===== src/rtl/timer_regs_pkg.sv =====
// constants shared by the timer enable, flag, mask and stop register block
package timer_regs_pkg;

    // ------------------------------------------------------------------
    // bus geometry
    // ------------------------------------------------------------------
    localparam int          ADDR_W   = 32;
    localparam int          DATA_W   = 32;
    localparam int          SEL_W    = 4;
    localparam int          CHAN_N   = 6;
    localparam int          IRQ_N    = 3;
    localparam int          ENABLE_W = 16;

    // ------------------------------------------------------------------
    // register byte addresses
    // ------------------------------------------------------------------
    localparam logic [31:0] OFS_ENABLE_STATUS = 32'h1000_2010;
    localparam logic [31:0] OFS_ENABLE_SET    = 32'h1000_2014;
    localparam logic [31:0] OFS_ENABLE_CLEAR  = 32'h1000_2018;
    localparam logic [31:0] OFS_STOP_STATUS   = 32'h1000_201C;
    localparam logic [31:0] OFS_FLAG_STATUS   = 32'h1000_2020;
    localparam logic [31:0] OFS_FLAG_SET      = 32'h1000_2024;
    localparam logic [31:0] OFS_FLAG_CLEAR    = 32'h1000_2028;
    localparam logic [31:0] OFS_STOP_SET      = 32'h1000_202C;
    localparam logic [31:0] OFS_MASK_STATUS   = 32'h1000_2030;
    localparam logic [31:0] OFS_MASK_SET      = 32'h1000_2034;
    localparam logic [31:0] OFS_MASK_CLEAR    = 32'h1000_2038;
    localparam logic [31:0] OFS_STOP_CLEAR    = 32'h1000_203C;

    // ------------------------------------------------------------------
    // field layout: implemented bits per register
    // ------------------------------------------------------------------
    localparam logic [31:0] ENABLE_BITS = 32'h0000_803F;
    localparam logic [31:0] FLAG_BITS   = 32'h003F_803F;
    localparam logic [31:0] STOP_BITS   = 32'h0001_803F;
    localparam int          OS_BIT      = 15;
    localparam int          WDT_BIT     = 16;
    localparam int          HALF_LSB    = 16;
    localparam int          CH5_BIT     = 5;
    localparam int          IRQ_OS      = 0;
    localparam int          IRQ_CH5     = 1;
    localparam int          IRQ_SHARED  = 2;

    // ------------------------------------------------------------------
    // reset values
    // ------------------------------------------------------------------
    localparam logic [31:0] ENABLE_RST  = 32'h0000_0000;
    localparam logic [31:0] FLAG_RST    = 32'h0000_0000;
    localparam logic [31:0] MASK_RST    = 32'h003F_003F;
    localparam logic [31:0] STOP_RST    = 32'h0000_0000;
    localparam logic [31:0] ZERO_WORD   = 32'h0000_0000;

    typedef enum logic [1:0] {
        BUS_IDLE = 2'b01,
        BUS_ACK  = 2'b10
    } bus_state_type;

endpackage : timer_regs_pkg


===== src/rtl/timer_ctrl_regs.sv =====
// wishbone register block for timer enables, match flags, masks and clock stops
//
// Function
// - read-only enable bit per channel gates counting
// - enable-set bit n sets channel enable
// - enable-set bit 15 starts os timer
// - several set bits start counters together
// - enable-clear bit n stops channel n
// - enable-clear bit 15 stops os timer
// - reserved bits 14 to 6 ignored
// - half match sets flag bits 21:16
// - full match sets flag bits 5:0
// - os timer match sets flag bit 15
// - flag register read-only, reserved zero, reset zero
// - flag-set ones set matching flags
// - flag-clear ones clear matching flags
// - read-only mask bit per match source
// - mask resets with half/full sources masked
// - mask-set ones set mask bits
// - mask-clear ones clear mask bits
// - stop bit withholds clock and blocks access
// - stop bits: watchdog 16, os 15, channels
// - stop register read-only, reset zero
// - stop-set bits 16 and 15 stop units
// - stop-set bit n stops channel n
// - stop-clear ones restore unit clocks
// - three lines: os, channel 5, channels 0-4
`timescale 1ns/1ps
module timer_ctrl_regs
    import timer_regs_pkg::*;
(
    input  wire logic              clk_i,
    input  wire logic              rst_i,
    input  wire logic [ADDR_W-1:0] adr_i,
    input  wire logic [DATA_W-1:0] dat_i,
    output logic      [DATA_W-1:0] dat_o,
    input  wire logic              we_i,
    input  wire logic [SEL_W-1:0]  sel_i,
    input  wire logic              stb_i,
    input  wire logic              cyc_i,
    output logic                   ack_o,
    input  wire logic [CHAN_N-1:0] half_match_i,
    input  wire logic [CHAN_N-1:0] full_match_i,
    input  wire logic              os_match_i,
    output logic      [CHAN_N-1:0] chan_count_enable_o,
    output logic                   os_timer_count_enable_o,
    output logic      [CHAN_N-1:0] chan_clock_stop_o,
    output logic                   os_timer_clock_stop_o,
    output logic                   watchdog_clock_stop_o,
    output logic      [IRQ_N-1:0]  irq_o
);

    // ------------------------------------------------------------------
    // helpers
    // ------------------------------------------------------------------
    function automatic logic [31:0] lane_bits(input logic [SEL_W-1:0] sel);
        logic [31:0] m;
        m = '0;
        for (int b = 0; b < SEL_W; b++) begin
            m[b*8 +: 8] = {8{sel[b]}};
        end
        return m;
    endfunction : lane_bits

    function automatic logic [31:0] strobe_if(input logic hit, input logic [31:0] data);
        return hit ? data : ZERO_WORD;
    endfunction : strobe_if

    // ------------------------------------------------------------------
    // bus slave state
    // ------------------------------------------------------------------
    typedef struct packed {
        bus_state_type bus;
        logic          ack;
        logic [31:0]   rdata;
    } slave_state_type;

    slave_state_type state_r;
    slave_state_type state_nxt;

    logic [31:0] enable_value;
    logic [31:0] flag_value;
    logic [31:0] mask_value;
    logic [31:0] stop_value;
    logic [31:0] wdata;
    logic        wr;
    logic [31:0] enable_set;
    logic [31:0] enable_clear;
    logic [31:0] flag_set;
    logic [31:0] flag_clear;
    logic [31:0] mask_set;
    logic [31:0] mask_clear;
    logic [31:0] stop_set;
    logic [31:0] stop_clear;
    logic [31:0] match_event;
    logic [31:0] read_word;

    // ------------------------------------------------------------------
    // write strobes
    // ------------------------------------------------------------------
    // a write lands on the edge that the master sees ack, never earlier
    always_comb begin
        wr           = (state_r.bus == BUS_ACK) && cyc_i && stb_i && we_i;
        wdata        = dat_i & lane_bits(sel_i);
        enable_set   = strobe_if(wr && adr_i == OFS_ENABLE_SET, wdata);
        enable_clear = strobe_if(wr && adr_i == OFS_ENABLE_CLEAR, wdata);
        flag_set     = strobe_if(wr && adr_i == OFS_FLAG_SET, wdata);
        flag_clear   = strobe_if(wr && adr_i == OFS_FLAG_CLEAR, wdata);
        mask_set     = strobe_if(wr && adr_i == OFS_MASK_SET, wdata);
        mask_clear   = strobe_if(wr && adr_i == OFS_MASK_CLEAR, wdata);
        stop_set     = strobe_if(wr && adr_i == OFS_STOP_SET, wdata);
        stop_clear   = strobe_if(wr && adr_i == OFS_STOP_CLEAR, wdata);
    end

    // ------------------------------------------------------------------
    // match events
    // ------------------------------------------------------------------
    // a unit whose clock is withheld cannot raise a match
    always_comb begin
        match_event                                = '0;
        match_event[CHAN_N-1:0]                    = full_match_i & ~stop_value[CHAN_N-1:0];
        match_event[HALF_LSB +: CHAN_N]            = half_match_i & ~stop_value[CHAN_N-1:0];
        match_event[OS_BIT]                        = os_match_i & ~stop_value[OS_BIT];
    end

    // ------------------------------------------------------------------
    // status registers
    // ------------------------------------------------------------------
    set_clear_bits #(
        .RESET_VAL  (ENABLE_RST),
        .VALID_BITS (ENABLE_BITS)
    ) u_enable (
        .clk_i   (clk_i),
        .rst_i   (rst_i),
        .set_i   (enable_set),
        .clear_i (enable_clear),
        .event_i (ZERO_WORD),
        .value_o (enable_value)
    );

    set_clear_bits #(
        .RESET_VAL  (FLAG_RST),
        .VALID_BITS (FLAG_BITS)
    ) u_flag (
        .clk_i   (clk_i),
        .rst_i   (rst_i),
        .set_i   (flag_set),
        .clear_i (flag_clear),
        .event_i (match_event),
        .value_o (flag_value)
    );

    set_clear_bits #(
        .RESET_VAL  (MASK_RST),
        .VALID_BITS (FLAG_BITS)
    ) u_mask (
        .clk_i   (clk_i),
        .rst_i   (rst_i),
        .set_i   (mask_set),
        .clear_i (mask_clear),
        .event_i (ZERO_WORD),
        .value_o (mask_value)
    );

    set_clear_bits #(
        .RESET_VAL  (STOP_RST),
        .VALID_BITS (STOP_BITS)
    ) u_stop (
        .clk_i   (clk_i),
        .rst_i   (rst_i),
        .set_i   (stop_set),
        .clear_i (stop_clear),
        .event_i (ZERO_WORD),
        .value_o (stop_value)
    );

    irq_lines u_irq (
        .clk_i   (clk_i),
        .rst_i   (rst_i),
        .flags_i (flag_value),
        .mask_i  (mask_value),
        .irq_o   (irq_o)
    );

    // ------------------------------------------------------------------
    // read mux
    // ------------------------------------------------------------------
    // write-only and unmapped addresses answer with zero
    always_comb begin
        if (adr_i == OFS_ENABLE_STATUS) begin
            read_word = {16'h0000, enable_value[ENABLE_W-1:0]};
        end else if (adr_i == OFS_FLAG_STATUS) begin
            read_word = flag_value;
        end else if (adr_i == OFS_MASK_STATUS) begin
            read_word = mask_value;
        end else if (adr_i == OFS_STOP_STATUS) begin
            read_word = stop_value;
        end else begin
            read_word = ZERO_WORD;
        end
    end

    // ------------------------------------------------------------------
    // bus handshake
    // ------------------------------------------------------------------
    always_comb begin
        state_nxt = state_r;
        case (state_r.bus)
            BUS_IDLE: begin
                if (cyc_i && stb_i) begin
                    state_nxt.bus   = BUS_ACK;
                    state_nxt.ack   = 1'b1;
                    state_nxt.rdata = we_i ? ZERO_WORD : read_word;
                end
            end
            BUS_ACK: begin
                state_nxt.bus = BUS_IDLE;
                state_nxt.ack = 1'b0;
            end
            default: begin
                state_nxt.bus = BUS_IDLE;
                state_nxt.ack = 1'b0;
            end
        endcase
    end

    always_ff @(posedge clk_i) begin
        if (rst_i) begin
            state_r.bus   <= BUS_IDLE;
            state_r.ack   <= 1'b0;
            state_r.rdata <= ZERO_WORD;
        end else begin
            state_r <= state_nxt;
        end
    end

    // ------------------------------------------------------------------
    // outputs
    // ------------------------------------------------------------------
    assign ack_o                   = state_r.ack;
    assign dat_o                   = state_r.rdata;
    assign chan_count_enable_o     = enable_value[CHAN_N-1:0];
    assign os_timer_count_enable_o = enable_value[OS_BIT];
    // downstream gates each unit's clock and refuses its register access
    assign chan_clock_stop_o       = stop_value[CHAN_N-1:0];
    assign os_timer_clock_stop_o   = stop_value[OS_BIT];
    assign watchdog_clock_stop_o   = stop_value[WDT_BIT];

    // ------------------------------------------------------------------
    // checks
    // ------------------------------------------------------------------
    property p_ack_single;
        @(posedge clk_i) disable iff (rst_i)
        (cyc_i && stb_i && !ack_o) |=> ack_o ##1 !ack_o;
    endproperty
    a_ack_single: assert property (p_ack_single) else $error("ack not a one-cycle answer");

    property p_enable_set;
        @(posedge clk_i) disable iff (rst_i)
        (wr && adr_i == OFS_ENABLE_SET)
            |=> ((enable_value & $past(wdata & ENABLE_BITS)) == $past(wdata & ENABLE_BITS));
    endproperty
    a_enable_set: assert property (p_enable_set) else $error("enable set lost");

    property p_enable_clear;
        @(posedge clk_i) disable iff (rst_i)
        (wr && adr_i == OFS_ENABLE_CLEAR) |=> ((enable_value & $past(wdata)) == ZERO_WORD);
    endproperty
    a_enable_clear: assert property (p_enable_clear) else $error("enable clear lost");

    property p_enable_reserved;
        @(posedge clk_i) disable iff (rst_i)
        wr |=> (enable_value[14:6] == 9'h000);
    endproperty
    a_enable_reserved: assert property (p_enable_reserved) else $error("reserved enable bit set");

    property p_full_event;
        @(posedge clk_i) disable iff (rst_i)
        (|(full_match_i & ~stop_value[CHAN_N-1:0]))
            |=> ((flag_value[CHAN_N-1:0] & $past(full_match_i & ~stop_value[CHAN_N-1:0]))
                 == $past(full_match_i & ~stop_value[CHAN_N-1:0]));
    endproperty
    a_full_event: assert property (p_full_event) else $error("full match flag missed");

    property p_os_event_wins;
        @(posedge clk_i) disable iff (rst_i)
        (os_match_i && !stop_value[OS_BIT]) |=> flag_value[OS_BIT];
    endproperty
    a_os_event_wins: assert property (p_os_event_wins) else $error("os match flag missed");

    property p_flag_clear;
        @(posedge clk_i) disable iff (rst_i)
        (wr && adr_i == OFS_FLAG_CLEAR && match_event == ZERO_WORD)
            |=> ((flag_value & $past(wdata)) == ZERO_WORD);
    endproperty
    a_flag_clear: assert property (p_flag_clear) else $error("flag clear lost");

    property p_mask_reset;
        @(posedge clk_i)
        rst_i |=> (mask_value == MASK_RST && flag_value == FLAG_RST && stop_value == STOP_RST);
    endproperty
    a_mask_reset: assert property (p_mask_reset) else $error("reset value wrong");

    property p_irq_os;
        @(posedge clk_i) disable iff (rst_i)
        (flag_value[OS_BIT] && !mask_value[OS_BIT]) |=> irq_o[IRQ_OS];
    endproperty
    a_irq_os: assert property (p_irq_os) else $error("os line not raised");

    property p_irq_shared_quiet;
        @(posedge clk_i) disable iff (rst_i)
        ((flag_value & ~mask_value & 32'h001F_001F) == ZERO_WORD) |=> !irq_o[IRQ_SHARED];
    endproperty
    a_irq_shared_quiet: assert property (p_irq_shared_quiet) else $error("shared line spurious");

    property p_stop_set;
        @(posedge clk_i) disable iff (rst_i)
        (wr && adr_i == OFS_STOP_SET)
            |=> ((stop_value & $past(wdata & STOP_BITS)) == $past(wdata & STOP_BITS));
    endproperty
    a_stop_set: assert property (p_stop_set) else $error("stop set lost");

    property p_read_flags;
        @(posedge clk_i) disable iff (rst_i)
        (state_r.bus == BUS_IDLE && cyc_i && stb_i && !we_i && adr_i == OFS_FLAG_STATUS)
            |=> (dat_o == $past(flag_value));
    endproperty
    a_read_flags: assert property (p_read_flags) else $error("flag read wrong");

    property p_mask_clear;
        @(posedge clk_i) disable iff (rst_i)
        (wr && adr_i == OFS_MASK_CLEAR) |=> ((mask_value & $past(wdata)) == ZERO_WORD);
    endproperty
    a_mask_clear: assert property (p_mask_clear) else $error("mask clear lost");

    property p_irq_ch5;
        @(posedge clk_i) disable iff (rst_i)
        (flag_value[CH5_BIT] && !mask_value[CH5_BIT]) |=> irq_o[IRQ_CH5];
    endproperty
    a_irq_ch5: assert property (p_irq_ch5) else $error("channel 5 line not raised");

    property p_stop_clear;
        @(posedge clk_i) disable iff (rst_i)
        (wr && adr_i == OFS_STOP_CLEAR) |=> ((stop_value & $past(wdata)) == ZERO_WORD);
    endproperty
    a_stop_clear: assert property (p_stop_clear) else $error("stop clear lost");

endmodule : timer_ctrl_regs


===== src/rtl/set_clear_bits.sv =====
// one status word changed only through set, clear and hardware event strobes
`timescale 1ns/1ps
module set_clear_bits
    import timer_regs_pkg::*;
#(
    parameter logic [31:0] RESET_VAL  = 32'h0000_0000,
    parameter logic [31:0] VALID_BITS = 32'hFFFF_FFFF
) (
    input  wire logic        clk_i,
    input  wire logic        rst_i,
    input  wire logic [31:0] set_i,
    input  wire logic [31:0] clear_i,
    input  wire logic [31:0] event_i,
    output logic      [31:0] value_o
);

    typedef struct packed {
        logic [31:0] value;
    } bits_state_type;

    bits_state_type state_r;
    bits_state_type state_nxt;

    // set and event both win over a clear landing in the same cycle
    always_comb begin
        state_nxt       = state_r;
        state_nxt.value = ((state_r.value & ~clear_i) | set_i | event_i) & VALID_BITS;
    end

    always_ff @(posedge clk_i) begin
        if (rst_i) begin
            state_r.value <= RESET_VAL;
        end else begin
            state_r <= state_nxt;
        end
    end

    assign value_o = state_r.value;

endmodule : set_clear_bits


===== src/rtl/irq_lines.sv =====
// folds unmasked match flags onto the three interrupt lines
`timescale 1ns/1ps
module irq_lines
    import timer_regs_pkg::*;
(
    input  wire logic             clk_i,
    input  wire logic             rst_i,
    input  wire logic [31:0]      flags_i,
    input  wire logic [31:0]      mask_i,
    output logic      [IRQ_N-1:0] irq_o
);

    typedef struct packed {
        logic [IRQ_N-1:0] irq;
    } irq_state_type;

    irq_state_type state_r;
    irq_state_type state_nxt;
    logic [31:0]   pending;

    always_comb begin
        pending                   = flags_i & ~mask_i & FLAG_BITS;
        state_nxt                 = state_r;
        state_nxt.irq[IRQ_OS]     = pending[OS_BIT];
        state_nxt.irq[IRQ_CH5]    = pending[CH5_BIT] | pending[HALF_LSB+CH5_BIT];
        state_nxt.irq[IRQ_SHARED] = (|pending[CH5_BIT-1:0])
                                  | (|pending[HALF_LSB+CH5_BIT-1:HALF_LSB]);
    end

    always_ff @(posedge clk_i) begin
        if (rst_i) begin
            state_r.irq <= '0;
        end else begin
            state_r <= state_nxt;
        end
    end

    assign irq_o = state_r.irq;

endmodule : irq_lines


===== config.mk =====
export PLATFORM = sky130hd
export DESIGN_NAME = timer_ctrl_regs
export DESIGN_NICKNAME = d
export VERILOG_FILES = /design/src/rtl/timer_regs_pkg.sv /design/src/rtl/timer_ctrl_regs.sv /design/src/rtl/set_clear_bits.sv /design/src/rtl/irq_lines.sv
export SDC_FILE = /design/constraint.sdc
export NUM_CORES = 1
export LEC_CHECK = 0
export BUFFER_PORTS_ARGS = -buffer_cell sky130_fd_sc_hd__buf_2
export CAP_MARGIN = 20
export CORE_ASPECT_RATIO = 0.75
export CORE_MARGIN = 10
export CORE_UTILIZATION = 50
export DETAILED_ROUTE_END_ITERATION = 10
export PLACE_DENSITY_LB_ADDON = 0.08
export REMOVE_ABC_BUFFERS = 1
export SYNTH_ARGS = -nofsm -noshare
export SYNTH_HDL_FRONTEND = slang
export SYNTH_SLANG_ARGS = --single-unit

===== constraint.sdc =====
create_clock -name clk_i -period 4.9 [get_ports clk_i]
set_input_delay 0.98 -clock clk_i [delete_from_list [all_inputs] [get_ports clk_i]]
set_output_delay 0.98 -clock clk_i [all_outputs]
set_load 0.005 [all_outputs]

==> run_results.csv, run 1 <==
group,metric,value,unit
run_status,status,"complete, no violations",
timing,rsz0062_at_grt,"no",
cts,cts_root_buf,"clkbuf_8",
routing,dr.first_iter.drc_count,204,
floorplanning,die_h,89.6,um
routing,via_per_inst,5.82,
global_route,grt_pass1_wl,16.7,mm
floorplanning,fp.dieW,113,um
timing,skew,6.24,ps
yosys,synthAdderAreaFrac,0,%
global_route,antenna_found_initial,0,
place,post_dp_cell_area,3550,um2
routing,drtPass1Iterations,7,
final_layout,diodes,0,
final_layout,layout_commonest_cell,"buf_2",
setup_path,crit_required,5130,ps
yosys,synth-xor-area-share,0,%
global_route,grt_pass1_vias,3354,
routing,drc_errors,0,
final_layout,area_growth_syn_to_layout,15.4,%
setup_path,worstPathArrival,2980,ps
global_route,grt.total_usage,20.8,%
timing,worst_pin_slew,887,ps
yosys,postSynthCellCount,399,
yosys,async_flop_share,0,%
yosys,synth-seq-cells,59,
yosys,synth_ff_type,"dfxtp_1",
final_layout,final_cells,557,
final_layout,fin_nets,557,
floorplanning,num_io_pins,137,
timing,slew_viol_final,0,
cts,worstSkewPairLatency,340,ps
cts,cts_tree,"yes",
final_layout,postLayoutCellArea,3730,um2
timing,slew_headroom,40.9,%
cts,clock_path_buffers,2,
cts,clkTransAtPathRegs,70,ps
setup_path,rr_endpoint,"u_mask.value_o[0]$_SDFF_PP1_",
global_route,use_met2,33.4,%
cts,cts_setup_buffers,0,
setup_path,critPathKind,"primary input to register",
place,dp.cells,541,
yosys,synth_largest_area_cell,"dfxtp_1",
global_route,grtUsageMet1,25.7,%
timing,hold_slack,447,ps
final_layout,n_fill_cell,619,
routing,vias,3244,
power,ir_drop,0.106,mV
cts,hold_buffers,0,
yosys,synth.area.top_cells,"dfxtp_1 (37%), buf_4 (8.8%), a21oi_1 (5.7%), o21ai_1 (5.1%), nand2_1 (4.2%)",
yosys,muxShareOfSynthArea,0,%
worst_hold_path,whs_endpoint,"dat_o[19]$_SDFFE_PP0P_",
worst_hold_path,hold_class,"register to register",
cts,cts_buffers,9,
floorplanning,core-area,6290,um2
yosys,ys_warn_count,0,
place,place_hpwl,7.70,mm
global_route,use_met3,8.70,%
global_route,top_usage_layer,"met2",
floorplanning,dieArea,10100,um2
power,p_leak,1.53,nW
final_layout,final_cell_mix,"buf_2 (97), dfxtp_1 (59), a21oi_1 (37)",
cts,cts_resized,0,
place,io_buffers,97,
yosys,synth_simple_gate_area_share,23.5,%
yosys,syn_avg_cell_area,8.10,um2
yosys,synth_cell_types,45,
setup_path,regToRegStartpoint,"state_r[33]$_SDFFE_PP1P_",
cts,cts_max_level,3,
global_route,grt_max_degree,47,
yosys,ys_seq_area_share,36.5,%
worst_hold_path,holdPathStages,2,
cts,numClockSinks,59,
setup_path,critPathMaxFanout,20,
setup_path,critical_path.startpoint_type,"primary input",
timing,finalSetupTns,0,ps
timing,fmax,0.363,GHz
timing,finalCritPeriodShare,56.2,%
power,power.density,270,nW/um2
routing,routed_wl,10.6,mm
worst_hold_path,hold_path.startpoint,"dat_o[19]$_SDFFE_PP0P_",
routing,routedWlPerCell,19.1,um
final_layout,multi_input_area,1700,um2
timing,fin_crit,2750,ps
final_layout,regArea,1180,um2
yosys,synth_top_family_by_area,"compound AO/OA/AOI/OAI gates",
setup_path,reg2regPathDepth,5,
global_route,grt_remaining_overflow,0,
timing,hold_viol,0,
setup_path,path_cells,"buf_2, nor4_1, and4_4, and3_1, nand2b_1, a221o_1",
floorplanning,start_util,51.4,%
yosys,synth_top_area_share,36.5,%
place,gp_congestion,0.821,
final_layout,drive_gt1_share,27.3,%
yosys,synth_edf_count,0,
setup_path,crit_slowest_cell,"and3_1",
setup_path,end_kind,"register",
routing,ant_nets,0,
setup_path,r2r_slack,2660,ps
timing,finalSetupViolCount,0,
setup_path,max_stage_delay,710,ps
job,cap_violations,0,
yosys,netlist_area,3230,um2
yosys,synth_compound_area_share,26.8,%
floorplanning,rows,25,
==> where the power goes <==
part / internal (W) / switching (W) / leakage, nW
combinational: 0.0000406 / 0.0000628 / 0.960
sequential: 0.000488 / 0.00000648 / 0.480
clock: 0.000209 / 0.000201 / 0.0884
total: 0.000738 / 0.000270 / 1.53
==> area by class of cell <==
cell class              instances  share of cell area, %
multi-input cells             286                   45.6
flip-flops and latches         59                   31.7
repair buffers                101                   13.8
clock buffers                  12                   4.16
well taps                      81                   2.72
inverters                      14                   1.41
clock inverters                 4                  0.671
==> per-stage QoR <==
| step | power [W] | setup slack [ps] | utilization [%] |
|---|---|---|---|
| floorplan | 0.000548 | 1380 | - |
| global placement | 0.000605 | 1880 | 56.5 |
| detailed placement | 0.000607 | 1820 | 56.5 |
| CTS | 0.00101 | 2150 | 59.3 |
| global route | 0.00105 | 2030 | 59.3 |
| finish | 0.00101 | 2150 | 59.3 |
==> synth_stat cells, types with 8 or more instances <==
master    count
a221oi_1      8
inv_1        12
buf_2         9
o21ai_1      33
nand2b_1     14
a31oi_1      16
clkbuf_1     10
a211oi_1      8
buf_4        38
nor2_1       23
nor2b_1      10
nand2_1      36
dfxtp_1      59
a21oi_1      37
==> worst max-delay path, delay by kind of cell <==
kind	cells	cell delay, ps
simple gates	4	1590
compound gates	1	320
buf+inv	1	90
==> flip-flops by register name (all words and copies together), names as in the netlist <==
| register | flops |
|---|---|
| u_stop.value_o | 8 |
| dat_o | 13 |
| u_mask.value_o | 13 |
| state_r | 2 |
| u_enable.value_o | 7 |
| u_flag.value_o | 13 |
| u_irq.irq_o | 3 |
==> worst max-delay path by stage <==
stage               slack, ps                            to  startpoint
floorplan                1380  u_mask.value_o[0]$_SDFF_PP1_    adr_i[4]
global placement         1880  u_mask.value_o[1]$_SDFF_PP1_   adr_i[29]
detailed placement       1820  u_mask.value_o[3]$_SDFF_PP1_   adr_i[29]
CTS                      2150  u_mask.value_o[0]$_SDFF_PP1_   adr_i[29]
global route             2030  u_mask.value_o[3]$_SDFF_PP1_   adr_i[29]
finish                   2150  u_mask.value_o[0]$_SDFF_PP1_   adr_i[29]
==> metal layers <==
layer	share of wire, %	vias up
met5	0	-
met4	0.79	0
met3	11	10
met2	46	175
met1	43	1498
li1	-	1561
==> cell families (layout without fill, tap and decap cells) <==
family / count (synthesis) / after routing
compound gates: 139 / 139
simple gates: 128 / 128
flops: 59 / 59
buf+inv: 72 / 131
other cells: 1 / 19
(Power assumes the default switching activity.)
==> inputs of run 2 (changes only) <==
CORE_UTILIZATION = 48   (was 50)
clock period = 2.9 ns   (was 4.9 ns; I/O delays follow)
==> run 2 against run 1 <==
Global-route usage down 0.56 points. Critical path type unchanged. Sequential share of layout area shrank 0.76 points. Register-to-register slack got worse by 1700 ps.
==> run_results.csv, run 2 (synthesized netlist as in run 1, its figures left out) <==
group,metric,value,unit
setup_path,r2r_slack,960,ps
routing,via_per_inst,5.97,
routing,drtPass1Iterations,5,
final_layout,drive_gt1_share,28.4,%
run_status,status,"complete, no violations",
floorplanning,rows,25,
cts,worstSkewPairLatency,340,ps
cts,clock_path_buffers,2,
routing,routedWlPerCell,19.4,um
routing,dr.first_iter.drc_count,275,
timing,hold_slack,441,ps
setup_path,critPathKind,"primary input to register",
final_layout,multi_input_area,1700,um2
cts,cts_max_level,3,
global_route,antenna_found_initial,0,
setup_path,path_cells,"buf_2, nor4_1, and4_1, nand3_2, o31ai_1, a31oi_1",
cts,hold_buffers,0,
setup_path,crit_slowest_cell,"nand3_2",
final_layout,fin_nets,563,
floorplanning,dieArea,10400,um2
timing,hold_viol,0,
final_layout,final_cell_mix,"buf_2 (97), dfxtp_1 (59), a21oi_1 (37)",
timing,finalCritPeriodShare,70.2,%
cts,clkTransAtPathRegs,70,ps
setup_path,max_stage_delay,400,ps
timing,rsz0062_at_grt,"no",
place,io_buffers,97,
setup_path,rr_endpoint,"u_flag.value_o[16]$_SDFF_PP0_",
floorplanning,num_io_pins,137,
floorplanning,start_util,50.4,%
cts,cts_buffers,9,
final_layout,area_growth_syn_to_layout,18.3,%
timing,slew_headroom,52.6,%
setup_path,end_kind,"register",
routing,ant_nets,0,
power,total_power,0.00187,W
place,place_hpwl,7.97,mm
setup_path,worstPathArrival,2240,ps
place,gp_congestion,0.854,
global_route,grt.total_usage,20.2,%
final_layout,regArea,1180,um2
floorplanning,die_h,91.1,um
routing,routed_wl,10.9,mm
final_layout,final_cells,563,
global_route,grt_remaining_overflow,0,
setup_path,regToRegStartpoint,"state_r[33]$_SDFFE_PP1P_",
timing,skew,10.0,ps
power,p_leak,1.59,nW
worst_hold_path,hold_class,"register to register",
setup_path,crit_required,3100,ps
cts,numClockSinks,59,
place,dp.cells,547,
job,cap_violations,0,
final_layout,layout_commonest_cell,"buf_2",
timing,fmax,0.491,GHz
floorplanning,fp.dieW,115,um
final_layout,n_fill_cell,605,
setup_path,critical_path.startpoint_type,"primary input",
global_route,grt_pass1_wl,17.1,mm
cts,cts_setup_buffers,0,
timing,fin_crit,2040,ps
timing,slew_viol_final,0,
power,ir_drop,0.232,mV
timing,finalSetupViolCount,0,
setup_path,critPathLaunch,"adr_i[12]",
timing,worst_pin_slew,710,ps
routing,vias,3362,
setup_path,reg2regPathDepth,5,
cts,cts_root_buf,"clkbuf_8",
cts,cts_tree,"yes",
global_route,grt_pass1_vias,3416,
cts,cts_resized,0,
final_layout,diodes,0,
power,power.density,490,nW/um2
routing,drc_errors,0,
setup_path,crit_end,"u_flag.value_o[16]$_SDFF_PP0_",
global_route,grt_max_degree,46,
setup_path,critPathMaxFanout,13,
floorplanning,core-area,6410,um2
[run 2: cell types whose count changed in the layout (fill, tap and decap cells not counted), sizes merged]
cell and change:
buf +6, bufinv +2, clkinvlp -2, clkbuf -1, clkinv +1
[run 2: how the worst min path moves through the flow]
stage / startpoint / end / slack, ps / cells after the start
floorplan: u_mask.value_o[15]$_SDFF_PP0_ / u_irq.irq_o[0]$_SDFF_PP0_ / 440 / 1
global placement: dat_o[1]$_SDFFE_PP0P_ / dat_o[1]$_SDFFE_PP0P_ / 430 / 2
detailed placement: dat_o[5]$_SDFFE_PP0P_ / dat_o[5]$_SDFFE_PP0P_ / 440 / 2
CTS: dat_o[5]$_SDFFE_PP0P_ / dat_o[5]$_SDFFE_PP0P_ / 450 / 2
global route: dat_o[18]$_SDFFE_PP0P_ / dat_o[18]$_SDFFE_PP0P_ / 470 / 2
finish: dat_o[5]$_SDFFE_PP0P_ / dat_o[5]$_SDFFE_PP0P_ / 440 / 2
[run 2: metal layers]
layer / up-vias / track usage, % / wire length [um]
met1: 1566 / 24.8 / 4410
met4: 0 / 5.14 / 82
met2: 218 / 31.8 / 4870
li1: 1569 / - / -
met5: - / 0 / 0
met3: 9 / 8.88 / 1560
[run 2: worst max-delay path, delay by kind of cell]
family,cells,cell delay [ps]
buffers and inverters,1,100
and+or+nand+nor,3,1050
AOI/OAI and AO/OA,2,510
[run 2: stage by stage]
stage / TNS (ps) / area (um2) / worst slack (ps) / utilization, %
3_3_place_gp: 0 / 3600 / 605 / 56.1
5_1_grt: 0 / 3820 / 731 / 59.6
4_1_cts: 0 / 3820 / 890 / 59.6
3_5_place_dp: 0 / 3600 / 532 / 56.1
6_report: 0 / 3820 / 863 / 59.6
2_1_floorplan: -1150 / 2930 / -216 / -
[run 2: cell type report]
cell class / instances / area share [%]
Multi-Input combinational cell: 286 / 44.5
Sequential cell: 59 / 30.9
Timing Repair Buffer: 107 / 14.7
Clock buffer: 11 / 3.96
Tap cell: 81 / 2.65
Clock inverter: 5 / 1.96
Inverter: 14 / 1.37
[run 2: power breakdown]
part           switching [W]  internal, W  total, W  leakage (nW)
logic               0.000109    0.0000697  0.000178         0.992
clock network       0.000333     0.000526  0.000859         0.119
registers          0.0000109     0.000825  0.000836         0.480
==> inputs of run 3 (changes only) <==
CORE_UTILIZATION = 43   (was 48)
clock period = 1.75 ns   (was 2.9 ns; I/O delays follow)
==> run 3 against run 2 <==
Total power up 56%. Clock power is 41% higher. First-iteration DRC count shrank 3.6%. Sequential share of layout area shrank 2.2 points. Clock skew decreased by 2.6 ps. Flip-flop and latch count is the same. Via count rose by 2.1%. Global-route usage decreased by 0.19 points. Register-to-register slack worse by 900 ps. Combinational power up 86%.
==> run_results.csv, run 3 (synthesized netlist as in run 1, its figures left out) <==
group,metric,value,unit
run_status,status,"complete, no violations",
global_route,antenna_found_initial,1,
setup_path,critPathMaxFanout,6,
timing,hold_viol,0,
setup_path,critPathKind,"register to register",
final_layout,final_cell_mix,"buf_2 (97), dfxtp_1 (57), buf_4 (41)",
job,cap_violations,0,
global_route,grt_pass1_vias,3435,
power,p_sw_share,26.5,%
setup_path,max_stage_delay,340,ps
timing,fin_ws,64.3,ps
power,combPwrFrac,11.3,%
timing,fmax,0.593,GHz
floorplanning,die_h,95.1,um
place,gp_congestion,0.866,
timing,slew_viol_final,0,
place,dp_slack,-236,ps
timing,fin_crit,1690,ps
final_layout,layout_commonest_cell,"buf_2",
cts,hold_buffers,0,
global_route,grt.total_usage,20.1,%
final_layout,area_growth_syn_to_layout,27.6,%
power,internal-power,0.00215,W
timing,skew,7.44,ps
floorplanning,dieArea,11400,um2
power,total_power,0.00293,W
global_route,grt_pass1_wl,18.0,mm
routing,dr.first_iter.drc_count,265,
routing,ant_nets,0,
place,place_hpwl,8.80,mm
power,p_sw,0.000776,W
setup_path,worstPathArrival,1910,ps
place,io_buffers,97,
cts,cts_max_level,3,
cts,cts_buffers,9,
final_layout,final_cells,617,
power,power_frac_clock,41.3,%
timing,finalSetupViolCount,0,
routing,drtPass1Iterations,5,
routing,drc_errors,0,
setup_path,cp_num_buf_inv,2,
place,dp.cells,601,
worst_hold_path,hold_class,"primary input to register",
floorplanning,rows,27,
power,p_leak,1.75,nW
global_route,grt_max_degree,46,
floorplanning,start_util,44.1,%
setup_path,critical_path.startpoint_type,"register",
cts,worstSkewPairLatency,350,ps
setup_path,crit_required,1970,ps
power,ir_drop,0.308,mV
cts,clock_path_buffers,2,
global_route,grt_remaining_overflow,0,
setup_path,crit_slowest_cell,"dfxtp_2",
cts,cts_tree,"yes",
setup_path,end_kind,"register",
routing,routed_wl,11.8,mm
final_layout,postLayoutCellArea,4120,um2
routing,via_per_inst,5.56,
power,seqPwrFrac,47.4,%
floorplanning,num_io_pins,137,
final_layout,drive_gt1_share,33.8,%
floorplanning,core-area,7330,um2
power,power.density,710,nW/um2
routing,routedWlPerCell,19.1,um
routing,vias,3433,
place,post_dp_cell_area,3900,um2
timing,finalCritPeriodShare,96.3,%
setup_path,critPathTopFamily,"simple AND/OR/NAND/NOR gates",
cts,cts_root_buf,"clkbuf_8",
cts,clkTransAtPathRegs,70,ps
final_layout,fin_nets,597,
floorplanning,fp.dieW,120,um
cts,numClockSinks,59,
setup_path,path_cells,"nor4b_4, and4_4, buf_4, nand4b_2, buf_6, o21ai_1, o311ai_1",
## run 3: timing repair
item / 4_1_cts / 5_1_grt
gates resized for setup: 1 / 7
pin swaps: 0 / 2
endpoints found under the setup margin: 1 / 24
hold endpoints to repair: 0 / 0
setup buffers: 0 / 0
## run 3: worst paths after layout
path | from | endpoint | slack, ps | cells past startpoint
max | state_r[33]$_SDFFE_PP1P_ | u_mask.value_o[20]$_SDFF_PP1_ | 60 | 7
min | half_match_i[1] | u_flag.value_o[17]$_SDFF_PP0_ | 270 | 3
max reg2reg | state_r[33]$_SDFFE_PP1P_ | u_mask.value_o[20]$_SDFF_PP1_ | 60 | 7
min reg2reg | dat_o[4]$_SDFFE_PP0P_ | dat_o[4]$_SDFFE_PP0P_ | 440 | 2
## run 3: worst min-delay path, cell delays in order
cell	delay (ps)
buf_2	100
nand2b_1	60
a31oi_1	60
## run 3: power by group through the flow
| stage | clock [W] | combinational [W] | sequential, W |
|---|---|---|---|
| 2_1_floorplan | 0 | 0.000125 | 0.00141 |
| 3_3_place_gp | 0 | 0.000315 | 0.00142 |
| 3_5_place_dp | 0 | 0.000319 | 0.00142 |
| 4_1_cts | 0.00123 | 0.000321 | 0.00139 |
| 5_1_grt | 0.00128 | 0.000363 | 0.00139 |
| 6_report | 0.00121 | 0.000331 | 0.00139 |
## run 3: final cells by class
class / count / area (um2)
diodes: 1 / 2.50
multi-input cells: 286 / 1730
clock buffers: 10 / 128
repair buffers: 141 / 845
flip-flops and latches: 59 / 1180
fillers: 719 / 3210
inverters: 14 / 52.6
well taps: 101 / 126
clock inverters: 5 / 55.1
## run 3: per-stage QoR
stage	util [%]	hold WS [ps]	setup TNS, ps
6_report	56.2	269	0
4_1_cts	55.8	258	0
2_1_floorplan	-	419	-27770
5_1_grt	56.2	274	-8.62
3_5_place_dp	53.2	436	-8650
3_3_place_gp	53.2	433	-5810
## run 3: metal layers
metal  GRT usage, %  vias to the layer above  share of wire, %
li1               -                     1636                 -
met1           25.2                     1592                43
met2           31.2                      190                45
met3           8.50                       15                11
met4           5.31                        0               1.0
met5              0                        -                 0
